File: src/common/pll_base_clock_control_map.svh
// register offsets, field positions, reset values and timing counts
`ifndef PLL_BASE_CLOCK_CONTROL_MAP_SVH
`define PLL_BASE_CLOCK_CONTROL_MAP_SVH

// register byte addresses
`define LOOP_CONTROL_ADDR      8'h00
`define BANDWIDTH_CONTROL_ADDR 8'h01
`define FEEDBACK_MULT_HI_ADDR  8'h02
`define FEEDBACK_MULT_LO_ADDR  8'h03
`define VCO_CENTRE_RANGE_ADDR  8'h04
`define REF_DIVIDER_SEL_ADDR   8'h05

// loop_control field positions
`define LC_IRQ_EN_BIT          7
`define LC_FLAG_BIT            6
`define LC_POWER_ON_BIT        5
`define LC_CLK_SEL_BIT         4
`define LC_PRESCALE_HI         3
`define LC_PRESCALE_LO         2
`define LC_VCO_EXP_HI          1
`define LC_VCO_EXP_LO          0

// bandwidth_control field positions
`define BW_SELF_TUNE_BIT       7
`define BW_SETTLED_BIT         6
`define BW_TRACK_BIT           5

// reset values
`define POWER_ON_RESET         1'h1
`define FEEDBACK_MULT_RESET    12'h040
`define CENTRE_RANGE_RESET     8'h40
`define REF_DIVISION_RESET     4'h1

// source clock edges waited on each side during a changeover
`define SWITCH_EDGE_COUNT      3

`endif

File: src/common/pll_base_clock_control_pkg.sv
// types shared by the clock control block
package pll_base_clock_control_pkg;

	// base clock selector changeover states
	typedef enum logic [0:0] {
		SEL_RUN,
		SEL_SWITCH
	} sel_state_t;

	// base clock source
	typedef enum logic [0:0] {
		SRC_OSC,
		SRC_VCO
	} clk_src_t;

endpackage

File: src/design/pll_base_clock_control.sv
// register file, protections, lock flag and base clock selector of the pll
//
// The strobed register port and the address map were chosen for this implementation.
`timescale 1ns/100ps
`include "pll_base_clock_control_map.svh"

// Behaviour
// RULE1 - divider fields writable only while loop off
// RULE2 - software loads P, E, N, L, R binary
// RULE3 - zero reference divider or multiplier means one
// RULE4 - zero range disables loop, refuses vco select
// RULE5 - zero range forces oscillator back as source
// RULE6 - changeover waits three edges, output held still
// RULE7 - selected clock halved to 50 percent duty
// RULE8 - vco select refused while loop off
// RULE9 - loop off refused while vco selected
// RULE10 - each protection judged against current state
// RULE11 - reference clock is buffered oscillator clock
// RULE12 - single interrupt output from lock flag
// RULE13 - irq enable blocked, reads zero in manual
// RULE14 - lock toggle sets flag, reset clears
// RULE15 - interrupt when flag and enable both set
// RULE16 - flag reads zero in manual mode
// RULE17 - loop_control read clears the flag
// RULE18 - power on enables loop, reset sets it
// RULE19 - select picks vco or oscillator, reset clears
// RULE20 - prescale encodes P directly, reset zero
// RULE21 - self tuning select chooses auto, reset clears
// RULE22 - settled flag in auto, zero in manual
// RULE23 - interrupt level until read or disabled
// RULE24 - lock synchronised then compared with previous
module pll_base_clock_control #(
	parameter int EDGE_WAIT = `SWITCH_EDGE_COUNT // edges per side to wait
) (
	input  wire logic       sys_clk,             // bus clock, 250 MHz
	input  wire logic       reset_n,             // async reset, active low
	input  wire logic [7:0] addr,                // register byte address
	input  wire logic [7:0] wr_data,             // write data
	input  wire logic       wr_en,               // write strobe
	input  wire logic       rd_en,               // read strobe
	output logic      [7:0] rd_data,             // read data, next cycle
	input  wire logic       oscillator_clock,    // oscillator clock pin
	input  wire logic       divided_vco_clock,   // prescaled vco clock pin
	input  wire logic       lock_detect,         // lock indicator, loop side
	input  wire logic       track_detect,        // filter tracking, loop side
	output logic            loop_reference_clock, // buffered oscillator
	output logic            base_clock_out,      // halved selected clock
	output logic            clockgen_irq,        // interrupt level
	output logic            loop_enable,         // loop and vco enabled
	output logic      [1:0] prescale_exp,        // prescale exponent P
	output logic      [1:0] vco_range_exponent,  // vco range exponent E
	output logic     [11:0] feedback_multiplier, // effective N
	output logic      [7:0] vco_centre_multiplier, // range multiplier L
	output logic      [3:0] reference_division,  // effective R
	output logic            filter_track_mode,   // filter in tracking
	output logic            self_tune_mode       // automatic bandwidth
);

	// refuse edge counts the two-bit counters cannot hold
	if (EDGE_WAIT < 1 || EDGE_WAIT > 3) begin : g_bad
		$error("EDGE_WAIT must lie in 1..3");
	end

	localparam logic [1:0] EDGE_WAIT_C = EDGE_WAIT[1:0]; // counter target

	// register bits
	logic        irq_en_r;          // lock_irq_enable
	logic        flag_r;            // lock_change_flag
	logic        power_on_r;        // loop_power_on
	logic        clk_sel_r;         // base_clock_select
	logic [1:0]  prescale_r;        // prescale exponent
	logic [1:0]  vco_exp_r;         // vco range exponent
	logic        self_tune_r;       // self_tuning_select
	logic        track_manual_r;    // manually written track bit
	logic [11:0] mult_r;            // feedback multiplier as written
	logic [7:0]  range_r;           // vco centre multiplier
	logic [3:0]  ref_div_r;         // reference division as written
	logic [7:0]  rd_data_r;         // registered read data

	// synchronisers and edge history
	logic        lock_s1_r;         // lock first stage
	logic        lock_s2_r;         // lock second stage
	logic        lock_prev_r;       // lock previous sample
	logic        track_s1_r;        // tracking first stage
	logic        track_s2_r;        // tracking second stage
	logic        osc_s1_r;          // oscillator first stage
	logic        osc_s2_r;          // oscillator second stage
	logic        osc_prev_r;        // oscillator previous sample
	logic        vco_s1_r;          // vco first stage
	logic        vco_s2_r;          // vco second stage
	logic        vco_prev_r;        // vco previous sample

	// selector state
	pll_base_clock_control_pkg::sel_state_t sel_state_r; // changeover
	pll_base_clock_control_pkg::clk_src_t   active_src_r; // driving source
	logic [1:0]  osc_cnt_r;         // oscillator edges seen
	logic [1:0]  vco_cnt_r;         // vco edges seen
	logic        base_clk_r;        // halved output

	// decoded strobes and conditions
	logic        wr_lc;             // write to loop_control
	logic        wr_bw;             // write to bandwidth_control
	logic        wr_mh;             // write to feedback_mult_high
	logic        wr_ml;             // write to feedback_mult_low
	logic        wr_vr;             // write to vco_centre_range
	logic        wr_rd;             // write to reference_divider_select
	logic        rd_lc;             // read of loop_control
	logic        range_zero;        // range multiplier holds zero
	logic        lock_toggle;       // lock indicator changed
	logic        osc_rise;          // oscillator rising edge
	logic        vco_rise;          // vco rising edge
	logic        src_rise;          // rising edge of active source
	logic        vco_done;          // vco side of changeover complete
	logic        settled;           // lock as seen by software
	logic        track_auto;        // tracking as seen by software
	logic        sel_allowed;       // vco selection would be accepted
	logic [7:0]  lc_view;           // loop_control read view
	logic [7:0]  bw_view;           // bandwidth_control read view
	logic [7:0]  rd_mux;            // selected read value

	// address decode of the strobes
	assign wr_lc = wr_en && (addr == `LOOP_CONTROL_ADDR);
	assign wr_bw = wr_en && (addr == `BANDWIDTH_CONTROL_ADDR);
	assign wr_mh = wr_en && (addr == `FEEDBACK_MULT_HI_ADDR);
	assign wr_ml = wr_en && (addr == `FEEDBACK_MULT_LO_ADDR);
	assign wr_vr = wr_en && (addr == `VCO_CENTRE_RANGE_ADDR);
	assign wr_rd = wr_en && (addr == `REF_DIVIDER_SEL_ADDR);
	assign rd_lc = rd_en && (addr == `LOOP_CONTROL_ADDR);

	assign range_zero = (range_r == 8'h00);
	assign lock_toggle = lock_s2_r ^ lock_prev_r; // RULE24
	assign settled = lock_s2_r & self_tune_r; // RULE22
	assign track_auto = self_tune_r ? track_s2_r : track_manual_r;
	// vco may be chosen only from a running loop with nonzero range
	assign sel_allowed = power_on_r && !range_zero; // RULE8 RULE4 RULE10

	// power on, judged against the current clock select
	always_ff @(posedge sys_clk or negedge reset_n) begin
		if (!reset_n) begin
			power_on_r <= `POWER_ON_RESET; // RULE18
		end else if (wr_lc) begin
			// clearing refused while the base clock select names the vco
			if (wr_data[`LC_POWER_ON_BIT] || !clk_sel_r) begin
				power_on_r <= wr_data[`LC_POWER_ON_BIT]; // RULE9 RULE10
			end
		end
	end

	// base clock select, refused or forced back as needed
	always_ff @(posedge sys_clk or negedge reset_n) begin
		if (!reset_n) begin
			clk_sel_r <= 1'b0; // RULE19
		end else if (range_zero) begin
			clk_sel_r <= 1'b0; // RULE5 RULE4
		end else if (wr_lc) begin
			// setting needs the loop already on before this write
			if (!wr_data[`LC_CLK_SEL_BIT] || sel_allowed) begin
				clk_sel_r <= wr_data[`LC_CLK_SEL_BIT]; // RULE8 RULE10
			end
		end
	end

	// prescale and vco exponents, frozen while the loop runs
	always_ff @(posedge sys_clk or negedge reset_n) begin
		if (!reset_n) begin
			prescale_r <= 2'h0; // RULE20
			vco_exp_r  <= 2'h0;
		end else if (wr_lc && !power_on_r) begin
			prescale_r <= wr_data[`LC_PRESCALE_HI:`LC_PRESCALE_LO]; // RULE1
			vco_exp_r  <= wr_data[`LC_VCO_EXP_HI:`LC_VCO_EXP_LO]; // RULE1
		end
	end

	// interrupt enable, writable only in automatic mode
	always_ff @(posedge sys_clk or negedge reset_n) begin
		if (!reset_n) begin
			irq_en_r <= 1'b0; // RULE13
		end else if (wr_lc && self_tune_r) begin
			irq_en_r <= wr_data[`LC_IRQ_EN_BIT]; // RULE13
		end
	end

	// lock change flag: a toggle in the clearing cycle wins
	always_ff @(posedge sys_clk or negedge reset_n) begin
		if (!reset_n) begin
			flag_r <= 1'b0; // RULE14
		end else if (lock_toggle) begin
			flag_r <= 1'b1; // RULE14
		end else if (rd_lc) begin
			flag_r <= 1'b0; // RULE17
		end
	end

	// bandwidth mode and manual tracking bit
	always_ff @(posedge sys_clk or negedge reset_n) begin
		if (!reset_n) begin
			self_tune_r    <= 1'b0; // RULE21
			track_manual_r <= 1'b0;
		end else if (wr_bw) begin
			self_tune_r <= wr_data[`BW_SELF_TUNE_BIT]; // RULE21
			// in automatic mode the manual value is kept aside
			if (!self_tune_r) begin
				track_manual_r <= wr_data[`BW_TRACK_BIT];
			end
		end
	end

	// loop divider registers, frozen while the loop runs
	always_ff @(posedge sys_clk or negedge reset_n) begin
		if (!reset_n) begin
			mult_r    <= `FEEDBACK_MULT_RESET;
			range_r   <= `CENTRE_RANGE_RESET;
			ref_div_r <= `REF_DIVISION_RESET;
		end else if (!power_on_r) begin
			if (wr_mh) begin
				mult_r[11:8] <= wr_data[3:0]; // RULE1
			end
			if (wr_ml) begin
				mult_r[7:0] <= wr_data; // RULE1
			end
			if (wr_vr) begin
				range_r <= wr_data; // RULE1
			end
			if (wr_rd) begin
				ref_div_r <= wr_data[3:0]; // RULE1
			end
		end
	end

	// read views of the status-bearing registers
	always_comb begin
		lc_view = 8'h00;
		lc_view[`LC_IRQ_EN_BIT]   = irq_en_r & self_tune_r; // RULE13
		lc_view[`LC_FLAG_BIT]     = flag_r & self_tune_r; // RULE16
		lc_view[`LC_POWER_ON_BIT] = power_on_r;
		lc_view[`LC_CLK_SEL_BIT]  = clk_sel_r;
		lc_view[`LC_PRESCALE_HI:`LC_PRESCALE_LO] = prescale_r;
		lc_view[`LC_VCO_EXP_HI:`LC_VCO_EXP_LO]   = vco_exp_r;
		bw_view = 8'h00;
		bw_view[`BW_SELF_TUNE_BIT] = self_tune_r;
		bw_view[`BW_SETTLED_BIT]   = settled; // RULE22
		bw_view[`BW_TRACK_BIT]     = track_auto;
	end

	// read multiplexer, unmapped addresses read zero
	always_comb begin
		case (addr)
			`LOOP_CONTROL_ADDR:      rd_mux = lc_view;
			`BANDWIDTH_CONTROL_ADDR: rd_mux = bw_view;
			`FEEDBACK_MULT_HI_ADDR:  rd_mux = {4'h0, mult_r[11:8]};
			`FEEDBACK_MULT_LO_ADDR:  rd_mux = mult_r[7:0];
			`VCO_CENTRE_RANGE_ADDR:  rd_mux = range_r;
			`REF_DIVIDER_SEL_ADDR:   rd_mux = {4'h0, ref_div_r};
			default:                 rd_mux = 8'h00;
		endcase
	end

	// read data stands for one cycle after the strobe
	always_ff @(posedge sys_clk or negedge reset_n) begin
		if (!reset_n) begin
			rd_data_r <= 8'h00;
		end else if (rd_en) begin
			rd_data_r <= rd_mux;
		end else begin
			rd_data_r <= 8'h00;
		end
	end

	// loop side indicators brought into the bus domain
	always_ff @(posedge sys_clk or negedge reset_n) begin
		if (!reset_n) begin
			lock_s1_r   <= 1'b0;
			lock_s2_r   <= 1'b0;
			lock_prev_r <= 1'b0;
			track_s1_r  <= 1'b0;
			track_s2_r  <= 1'b0;
		end else begin
			lock_s1_r   <= lock_detect; // RULE24
			lock_s2_r   <= lock_s1_r;
			lock_prev_r <= lock_s2_r;
			track_s1_r  <= track_detect;
			track_s2_r  <= track_s1_r;
		end
	end

	// source clocks sampled for edge detection
	always_ff @(posedge sys_clk or negedge reset_n) begin
		if (!reset_n) begin
			osc_s1_r   <= 1'b0;
			osc_s2_r   <= 1'b0;
			osc_prev_r <= 1'b0;
			vco_s1_r   <= 1'b0;
			vco_s2_r   <= 1'b0;
			vco_prev_r <= 1'b0;
		end else begin
			osc_s1_r   <= oscillator_clock;
			osc_s2_r   <= osc_s1_r;
			osc_prev_r <= osc_s2_r;
			vco_s1_r   <= divided_vco_clock;
			vco_s2_r   <= vco_s1_r;
			vco_prev_r <= vco_s2_r;
		end
	end

	assign osc_rise = osc_s2_r & ~osc_prev_r;
	assign vco_rise = vco_s2_r & ~vco_prev_r;
	assign src_rise = (active_src_r == pll_base_clock_control_pkg::SRC_VCO)
		? vco_rise : osc_rise;
	// a stopped vco cannot be waited on once the loop is disabled
	assign vco_done = (vco_cnt_r == EDGE_WAIT_C) || !loop_enable;

	// changeover: count edges of both sources, then swap
	always_ff @(posedge sys_clk or negedge reset_n) begin
		if (!reset_n) begin
			sel_state_r  <= pll_base_clock_control_pkg::SEL_RUN;
			active_src_r <= pll_base_clock_control_pkg::SRC_OSC;
			osc_cnt_r    <= 2'h0;
			vco_cnt_r    <= 2'h0;
		end else begin
			case (sel_state_r)
				pll_base_clock_control_pkg::SEL_RUN: begin
					osc_cnt_r <= 2'h0;
					vco_cnt_r <= 2'h0;
					if (clk_sel_r != active_src_r) begin
						sel_state_r <= pll_base_clock_control_pkg::SEL_SWITCH;
					end
				end
				pll_base_clock_control_pkg::SEL_SWITCH: begin
					if (osc_rise && osc_cnt_r != EDGE_WAIT_C) begin
						osc_cnt_r <= osc_cnt_r + 2'h1; // RULE6
					end
					if (vco_rise && vco_cnt_r != EDGE_WAIT_C) begin
						vco_cnt_r <= vco_cnt_r + 2'h1; // RULE6
					end
					if (osc_cnt_r == EDGE_WAIT_C && vco_done) begin
						active_src_r <= pll_base_clock_control_pkg::clk_src_t'(
							clk_sel_r); // RULE19
						sel_state_r  <= pll_base_clock_control_pkg::SEL_RUN;
					end
				end
				default: begin
					sel_state_r <= pll_base_clock_control_pkg::SEL_RUN;
				end
			endcase
		end
	end

	// halving stage, held still during a changeover
	always_ff @(posedge sys_clk or negedge reset_n) begin
		if (!reset_n) begin
			base_clk_r <= 1'b0;
		end else if (sel_state_r == pll_base_clock_control_pkg::SEL_RUN
			&& src_rise) begin
			base_clk_r <= ~base_clk_r; // RULE7 RULE6
		end
	end

	// outputs toward the analog loop and system
	assign loop_reference_clock  = oscillator_clock; // RULE11
	assign base_clock_out        = base_clk_r; // RULE7
	assign clockgen_irq          = flag_r & irq_en_r
		& self_tune_r; // RULE12 RULE15 RULE23
	assign loop_enable           = power_on_r & !range_zero; // RULE18 RULE4
	assign prescale_exp          = prescale_r; // RULE20
	assign vco_range_exponent    = vco_exp_r;
	assign feedback_multiplier   = (mult_r == 12'h000) ? 12'h001 : mult_r; // RULE3
	assign vco_centre_multiplier = range_r;
	assign reference_division    = (ref_div_r == 4'h0) ? 4'h1 : ref_div_r; // RULE3
	assign filter_track_mode     = track_auto;
	assign self_tune_mode        = self_tune_r;
	assign rd_data               = rd_data_r;

endmodule

File: config.mk
export PLATFORM = sky130hd
export DESIGN_NAME = pll_base_clock_control
export DESIGN_NICKNAME = d
export VERILOG_FILES = /design/src/common/pll_base_clock_control_pkg.sv /design/src/design/pll_base_clock_control.sv
export VERILOG_INCLUDE_DIRS = /design/src /design/src/common
export SDC_FILE = /design/constraint.sdc
export NUM_CORES = 1
export LEC_CHECK = 0
export BUFFER_PORTS_ARGS = -buffer_cell sky130_fd_sc_hd__buf_2
export CORE_ASPECT_RATIO = 1.2
export CORE_MARGIN = 5
export CORE_UTILIZATION = 49
export DETAILED_ROUTE_END_ITERATION = 7
export GPL_TIMING_DRIVEN = 0
export MAX_ROUTING_LAYER = met4
export PLACE_DENSITY = 0.76
export SLEW_MARGIN = 0
export SYNTH_ARGS = -nofsm -noshare
export SYNTH_HDL_FRONTEND = slang
export SYNTH_SLANG_ARGS = --single-unit
File: constraint.sdc
create_clock -name sys_clk -period 1.7 [get_ports sys_clk]
set_clock_uncertainty 0.05 [all_clocks]
set_input_delay 0.255 -clock sys_clk [delete_from_list [all_inputs] [get_ports sys_clk]]
set_output_delay 0.255 -clock sys_clk [all_outputs]
set_load 0.02 [all_outputs]
==> impl_metrics.json, run 1 <==
{
  "critical_path_source_type": "flip-flop",
  "critical_path.top_delay_family": "simple AND/OR/NAND/NOR gates",
  "finalPower_mw": 3.44,
  "grt-ovfl-total": 0,
  "mappedNetlistNets": 248,
  "finalMaxSlewViolations": 0,
  "post-route-cell-area_sq_um": 3570,
  "drt-wirelength-per-cell_um": 17.7,
  "rr_startpoint": "vco_centre_multiplier[1]",
  "synth_edf_count": 0,
  "outcome": "finished with violations",
  "syn_to_final_growth_pct": 29.4,
  "core-area_sq_um": 5560,
  "critical_path.n_buffers_inverters": 1,
  "beginning_of_the_worst_hold_path": "wr_data[5]",
  "clk_pin_slew_worst_paths_ps": 70,
  "worst-r2r-cell-count": 5,
  "post-dp-hpwl_mm": 4.63,
  "insertion_delay_ps": 350,
  "maxCapViolations": 0,
  "ys.flop_type": "sky130_fd_sc_hd__dfrtp_1",
  "initial_core_util": 0.496,
  "totalWireLength_mm": 6.70,
  "floorplan.rows": 30,
  "synth_area_per_cell_sq_um": 12.4,
  "grt_start_max_net_pins": 61,
  "numPlacedInstances": 349,
  "p_per_area_nw_per_um2": 965,
  "met3WireLength_um": 430,
  "most-common-layout-cells": "sky130_fd_sc_hd__buf_2, sky130_fd_sc_hd__dfrtp_1, sky130_fd_sc_hd__mux2_2",
  "worstPathCellList": "nor4_2 -> nand2_1 -> and2_4 -> buf_6",
  "via_per_inst": 5.51,
  "globalRouteTotalUtil": 0.204,
  "cts_tree": "yes",
  "layout.filler_cells": 435,
  "firstDrtPassIters": 5,
  "arrival_ps": 1470,
  "routedLengthMet1_mm": 2.90,
  "synth_area_sq_um": 2760,
  "synth_cell_types": 47,
  "end_kind": "output pin",
  "worst_path_largest_cell_delay_ps": 420,
  "post_synth_main_area_contributors": "sky130_fd_sc_hd__dfrtp_1, sky130_fd_sc_hd__mux2_2, sky130_fd_sc_hd__mux2_4",
  "path_max_fanout": 2,
  "synth-warning-count": 0,
  "top_signal_layer_used": "met4",
  "drtAntennaViolNets": 0,
  "detailedRoute.firstIterationViolations": 114,
  "critical-path-slowest-cell": "sky130_fd_sc_hd__dfrtp_1",
  "synth_cells": 222,
  "worst_pin_slew_ps": 744,
  "lkg_pwr_nw": 1.83,
  "boundaryPins": 66,
  "cts_max_level": 3,
  "root_buffer": "sky130_fd_sc_hd__clkbuf_8",
  "antenna_found_initial": 0,
  "vias": 2084,
  "timing.fmax_mhz": 564,
  "io_buffer_count": 63,
  "layout_worst_path_cycle_share": 1.04,
  "post_synthesis_sequential_element_count": 60,
  "met2RoutedLength_mm": 3.27,
  "num_antenna_cells": 0,
  "die_h_um": 92.1,
  "worst-setup-path-type": "reg -> out",
  "cts.path.max_buffers": 2,
  "dieArea_sq_um": 7230,
  "timing.critical_path.required_ps": 1390,
  "pre_cts_slack_ps": -150,
  "synthDominantAreaCellType": "sky130_fd_sc_hd__dfrtp_1",
  "timing.max_slew.rel_slack": 0.504,
  "hp-class": "in -> reg",
  "area_share_of_the_leading_cell_type_in_the_synthesized_netlist": 0.509,
  "timing.rr.end": "active_src_r",
  "whs_endpoint": "power_on_r",
  "die-width_um": 78.5,
  "vdd.ir_drop.worst_uv": 625,
  "period_minus_slack_ps": 1770,
  "grt_pass1_vias": 2116,
  "dpl-instance-area_sq_um": 3150,
  "ff2ff_setup_slack_ps": 20,
  "setup_slack_ps": -73.8,
  "cts_sinks": 60,
  "grt_first_pass_wirelength_mm": 10.8,
  "num-nets-final": 335,
  "holdPathStages": 3,
  "globalplace.congestion": 0.853,
  "drcViolationCount": 0,
  "cts_buffers": 9,
  "timing.final.setup_violations": 1,
  "sequential_to_total_area_share_from_yosys_stat": 0.547,
  "synth_async_sr_flop_share": 1.00,
  "final_common_cell": "sky130_fd_sc_hd__buf_2",
  "final_cells": 378,
  "postLayoutCoreUtil": 0.642,
  "setup_repair_after_global_routing_missed_its_margin": "true",
  "violations": "setup timing",
  "drive_above_1_share": 0.465,
  "finalHoldViolCount": 0
}
-- worst reg2reg max path, cell delays in order, from the launching register on --
cell and delay [ps]:
sky130_fd_sc_hd__dfrtp_1 420, sky130_fd_sc_hd__nor4_2 300, sky130_fd_sc_hd__nand2_1 120, sky130_fd_sc_hd__buf_4 170
sky130_fd_sc_hd__a31oi_4 190, sky130_fd_sc_hd__mux2_4 320
-- state kept, by name, summed over array words and instances (netlist names), 2 cells and up --
| name | count |
|---|---|
| mult_r | 12 |
| prescale_exp | 2 |
| rd_data | 8 |
| osc_cnt_r | 2 |
| vco_cnt_r | 2 |
| ref_div_r | 4 |
| vco_centre_multiplier | 8 |
| vco_range_exponent | 2 |
-- report_power, final --
part	internal (mW)	switching (mW)	total, mW
registers	1.49	0.0582	1.55
clock network	0.861	0.575	1.44
logic	0.204	0.250	0.454
-- synth_stat cells, drive strengths merged (3+ instances only) --
cell type	count
dfrtp	56
mux2	35
clkbuf	16
nor2	13
nand2	12
mux2i	7
a211oi	6
and2	6
buf	5
nor2b	5
nor3	5
nor4	5
a22oi	4
dfstp	4
nand3	4
o21ai	4
xor2	4
a2bb2oi	3
nand2b	3
nand4	3
-- per-layer routing --
layer	vias up	global-route usage
met4	0	0.0743
met5	-	-
li1	963	-
met1	1032	0.255
met3	9	0.0589
met2	80	0.317
-- per-stage QoR --
stage	TNS [ps]	hold slack (ps)
floorplan	0	-90.6
global placement	-435	282
detailed placement	-1450	286
CTS	-118	87.5
global route	-231	91.0
finish	-73.8	95.3
-- worst max path at each step --
stage                                  start           end  slack (ps)  depth (start not counted)
global route        vco_centre_multiplier[3]   loop_enable        -150                          4
CTS                 vco_centre_multiplier[1]   loop_enable         -70                          4
global placement                     addr[3]    rd_data[0]        -110                          4
floorplan           vco_centre_multiplier[2]  active_src_r         150                          4
finish              vco_centre_multiplier[1]   loop_enable         -70                          4
detailed placement                   addr[3]    rd_data[0]        -150                          4
-- cell families (layout without fill, tap and decap cells) --
group,Yosys count,after routing,synth area share
AND/OR/NAND/NOR,65,65,0.146
flip-flops,60,60,0.547
multiplexers,42,42,0.179
AO/OA/AOI/OAI,26,26,0.0695
buffers and inverters,22,114,0.0336
XOR/XNOR,5,5,0.0159
adder cells (fa/ha/maj),2,2,0.00908
-- layout make-up --
cell class / instances / area [sq um] / share of cell area
buffer: 21 / 88.8 / 0.0249
clock buffer: 10 / 138 / 0.0386
clock inverter: 6 / 87.6 / 0.0246
inverter: 1 / 3.75 / 0.00105
multi-input combinational: 140 / 1220 / 0.342
sequential: 60 / 1510 / 0.423
tap: 64 / 80.1 / 0.0225
timing repair buffer: 76 / 440 / 0.124
-- timing repair --
action	CTS	global route
setup endpoints to repair	3	27
buffers inserted	7	1
hold buffers	4	1
gates resized for setup	9	6
endpoints found under the hold margin	4	27
pin swaps	6	3
cloned	0	0
No activity file was read; power rests on OpenSTA's default activity.
==> run 2, diff against run 1 <==
Settings changed: RECOVER_POWER set to 25.
Clock period 1.7 ns to 1.9 ns, I/O delays scaled along.
==> run 2 against run 1 <==
The run now ends clean. Worst setup slack gained 140 ps. Largest cell class unchanged. Sequential share of layout area grew 1.4 points. Register-to-register slack gained 140 ps. Die area is the same. Critical path depth is the same. Critical endpoint unchanged. Hold slack lost 72 ps.
==> impl_metrics.json, run 2 (same netlist as run 1, synthesis figures left out) <==
{
  "outcome": "complete, no violations",
  "seq_power_share": 0.457,
  "cts_tree": "yes",
  "critical_path.n_buffers_inverters": 1,
  "end_kind": "output pin",
  "cts_sinks": 60,
  "hp-class": "in -> reg",
  "root_buffer": "sky130_fd_sc_hd__clkbuf_8",
  "antenna_found_initial": 0,
  "finalHoldViolCount": 0,
  "timing.critical_path.required_ps": 1560,
  "sw_frac_of_total": 0.254,
  "num-nets-final": 328,
  "die-width_um": 78.5,
  "critical_path_source_type": "flip-flop",
  "drcViolationCount": 0,
  "grt_first_pass_wirelength_mm": 10.5,
  "most-common-layout-cells": "sky130_fd_sc_hd__buf_2, sky130_fd_sc_hd__dfrtp_1, sky130_fd_sc_hd__mux2_2",
  "timing.final.setup_violations": 0,
  "die_h_um": 92.1,
  "cts_max_level": 3,
  "grt_start_max_net_pins": 61,
  "initial_core_util": 0.496,
  "worst-setup-path-type": "reg -> out",
  "insertion_delay_ps": 350,
  "setup_slack_ps": 63.8,
  "num_antenna_cells": 0,
  "ff2ff_setup_slack_ps": 160,
  "final_common_cell": "sky130_fd_sc_hd__buf_2",
  "via_per_inst": 5.61,
  "post-dp-hpwl_mm": 4.63,
  "lkg_pwr_nw": 1.77,
  "drtAntennaViolNets": 0,
  "worst_pin_slew_ps": 1450,
  "cts.path.max_buffers": 2,
  "detailedRoute.firstIterationViolations": 110,
  "internal_power_mw": 2.27,
  "worst_path_largest_cell_delay_ps": 440,
  "pwr-share-comb": 0.122,
  "timing.max_slew.rel_slack": 0.0313,
  "pre_cts_slack_ps": 20.1,
  "p_switching_mw": 0.770,
  "dieArea_sq_um": 7230,
  "critical-path-slowest-cell": "sky130_fd_sc_hd__dfrtp_2",
  "drive_above_1_share": 0.450,
  "globalplace.congestion": 0.853,
  "clk_pin_slew_worst_paths_ps": 70,
  "vias": 2082,
  "io_buffer_count": 63,
  "boundaryPins": 66,
  "arrival_ps": 1500,
  "firstDrtPassIters": 4,
  "floorplan.rows": 30,
  "globalRouteTotalUtil": 0.200,
  "postLayoutCoreUtil": 0.622,
  "timing.fmax_mhz": 545,
  "core-area_sq_um": 5560,
  "critical_path.top_delay_family": "simple AND/OR/NAND/NOR gates",
  "layout_worst_path_cycle_share": 0.966,
  "flip_flop_count_of_the_largest_register_all_copies_and_words_added": 12,
  "worstPathCellList": "nor4_4 -> nand2_1 -> and2_1 -> buf_2",
  "maxCapViolations": 0,
  "totalWireLength_mm": 6.47,
  "path_max_fanout": 3,
  "p_per_area_nw_per_um2": 879,
  "syn_to_final_growth_pct": 25.5,
  "finalMaxSlewViolations": 0,
  "clkPwrFrac": 0.421,
  "drt-wirelength-per-cell_um": 17.4,
  "cts_buffers": 9,
  "period_minus_slack_ps": 1840,
  "grt_pass1_vias": 2070,
  "vdd.ir_drop.worst_uv": 544,
  "grt-ovfl-total": 0,
  "register_bank_with_the_most_flops": "mult_r"
}
==> run 2: cell types whose count changed in the layout (fill, tap and decap cells not counted), sizes merged <==
| cell | before | now |
|---|---|---|
| buf | 76 | 69 |
| clkbuf | 26 | 28 |
| dlygate4sd3 | 5 | 3 |
==> run 2: metal layers <==
metal,global-route usage,vias up,wire [um]
met5,-,-,0
met4,0.0743,0,151
met3,0.0570,16,426
met2,0.307,77,3130
met1,0.252,1044,2760
li1,-,945,-
==> run 2: layout make-up <==
| cell class | count | area, sq um |
|---|---|---|
| multi-input cells | 140 | 1180 |
| clock buffers | 10 | 138 |
| well taps | 64 | 80.1 |
| inverters | 1 | 3.75 |
| repair buffers | 69 | 367 |
| fillers | 454 | 2100 |
| plain buffers | 21 | 88.8 |
| flip-flops and latches | 60 | 1510 |
| clock inverters | 6 | 87.6 |
==> run 2: worst paths after layout <==
kind / from / end / cells after the start
max: vco_centre_multiplier[7] / loop_enable / 4
min: oscillator_clock / osc_s1_r / 1
max reg2reg: vco_centre_multiplier[7] / active_src_r / 5
min reg2reg: osc_s1_r / osc_s2_r / 0
max in group asynchronous: reset_n / vco_centre_multiplier[7] / 1
min in group asynchronous: reset_n / vco_prev_r / 1
==> run 2: timing repair <==
item | 4_1_cts | 5_1_grt
resized for setup | 1 | 5
setup endpoints to repair | 1 | 2
endpoints found under the hold margin | 3 | 0
gates cloned | 0 | 0
buffers inserted | 1 | 2
hold buffers | 3 | 0
pin swaps | 0 | 1
==> run 2: through the flow <==
step                      hold WS [ps]  std cells  power [mW]  TNS [ps]  cell area (sq um)
after floorplan                  -60.6        222        1.61         0               2760
after global placement             282        349        1.75         0               3150
after detailed placement           286        349        1.76         0               3150
after CTS                         7.18        369        3.05         0               3420
after global routing              15.5        371        3.17     -21.1               3460
final                             23.7        371        3.04         0               3460
==> run 2: power by group through the flow <==
stage                     Sequential, mW  Combinational [mW]  Clock, mW
after floorplan                     1.42               0.181          0
after global placement              1.41               0.345          0
after detailed placement            1.41               0.350          0
after CTS                           1.39               0.359       1.30
after global routing                1.39               0.402       1.37
final                               1.39               0.371       1.28
==> run 2: worst register-to-register path: cells and delay by family, from the launching register on <==
family | cells | cell delay, ps
buffers and inverters | 1 | 150
muxes | 1 | 360
and+or+nand+nor | 2 | 410
DFF | 1 | 440
AOI/OAI and AO/OA | 1 | 230
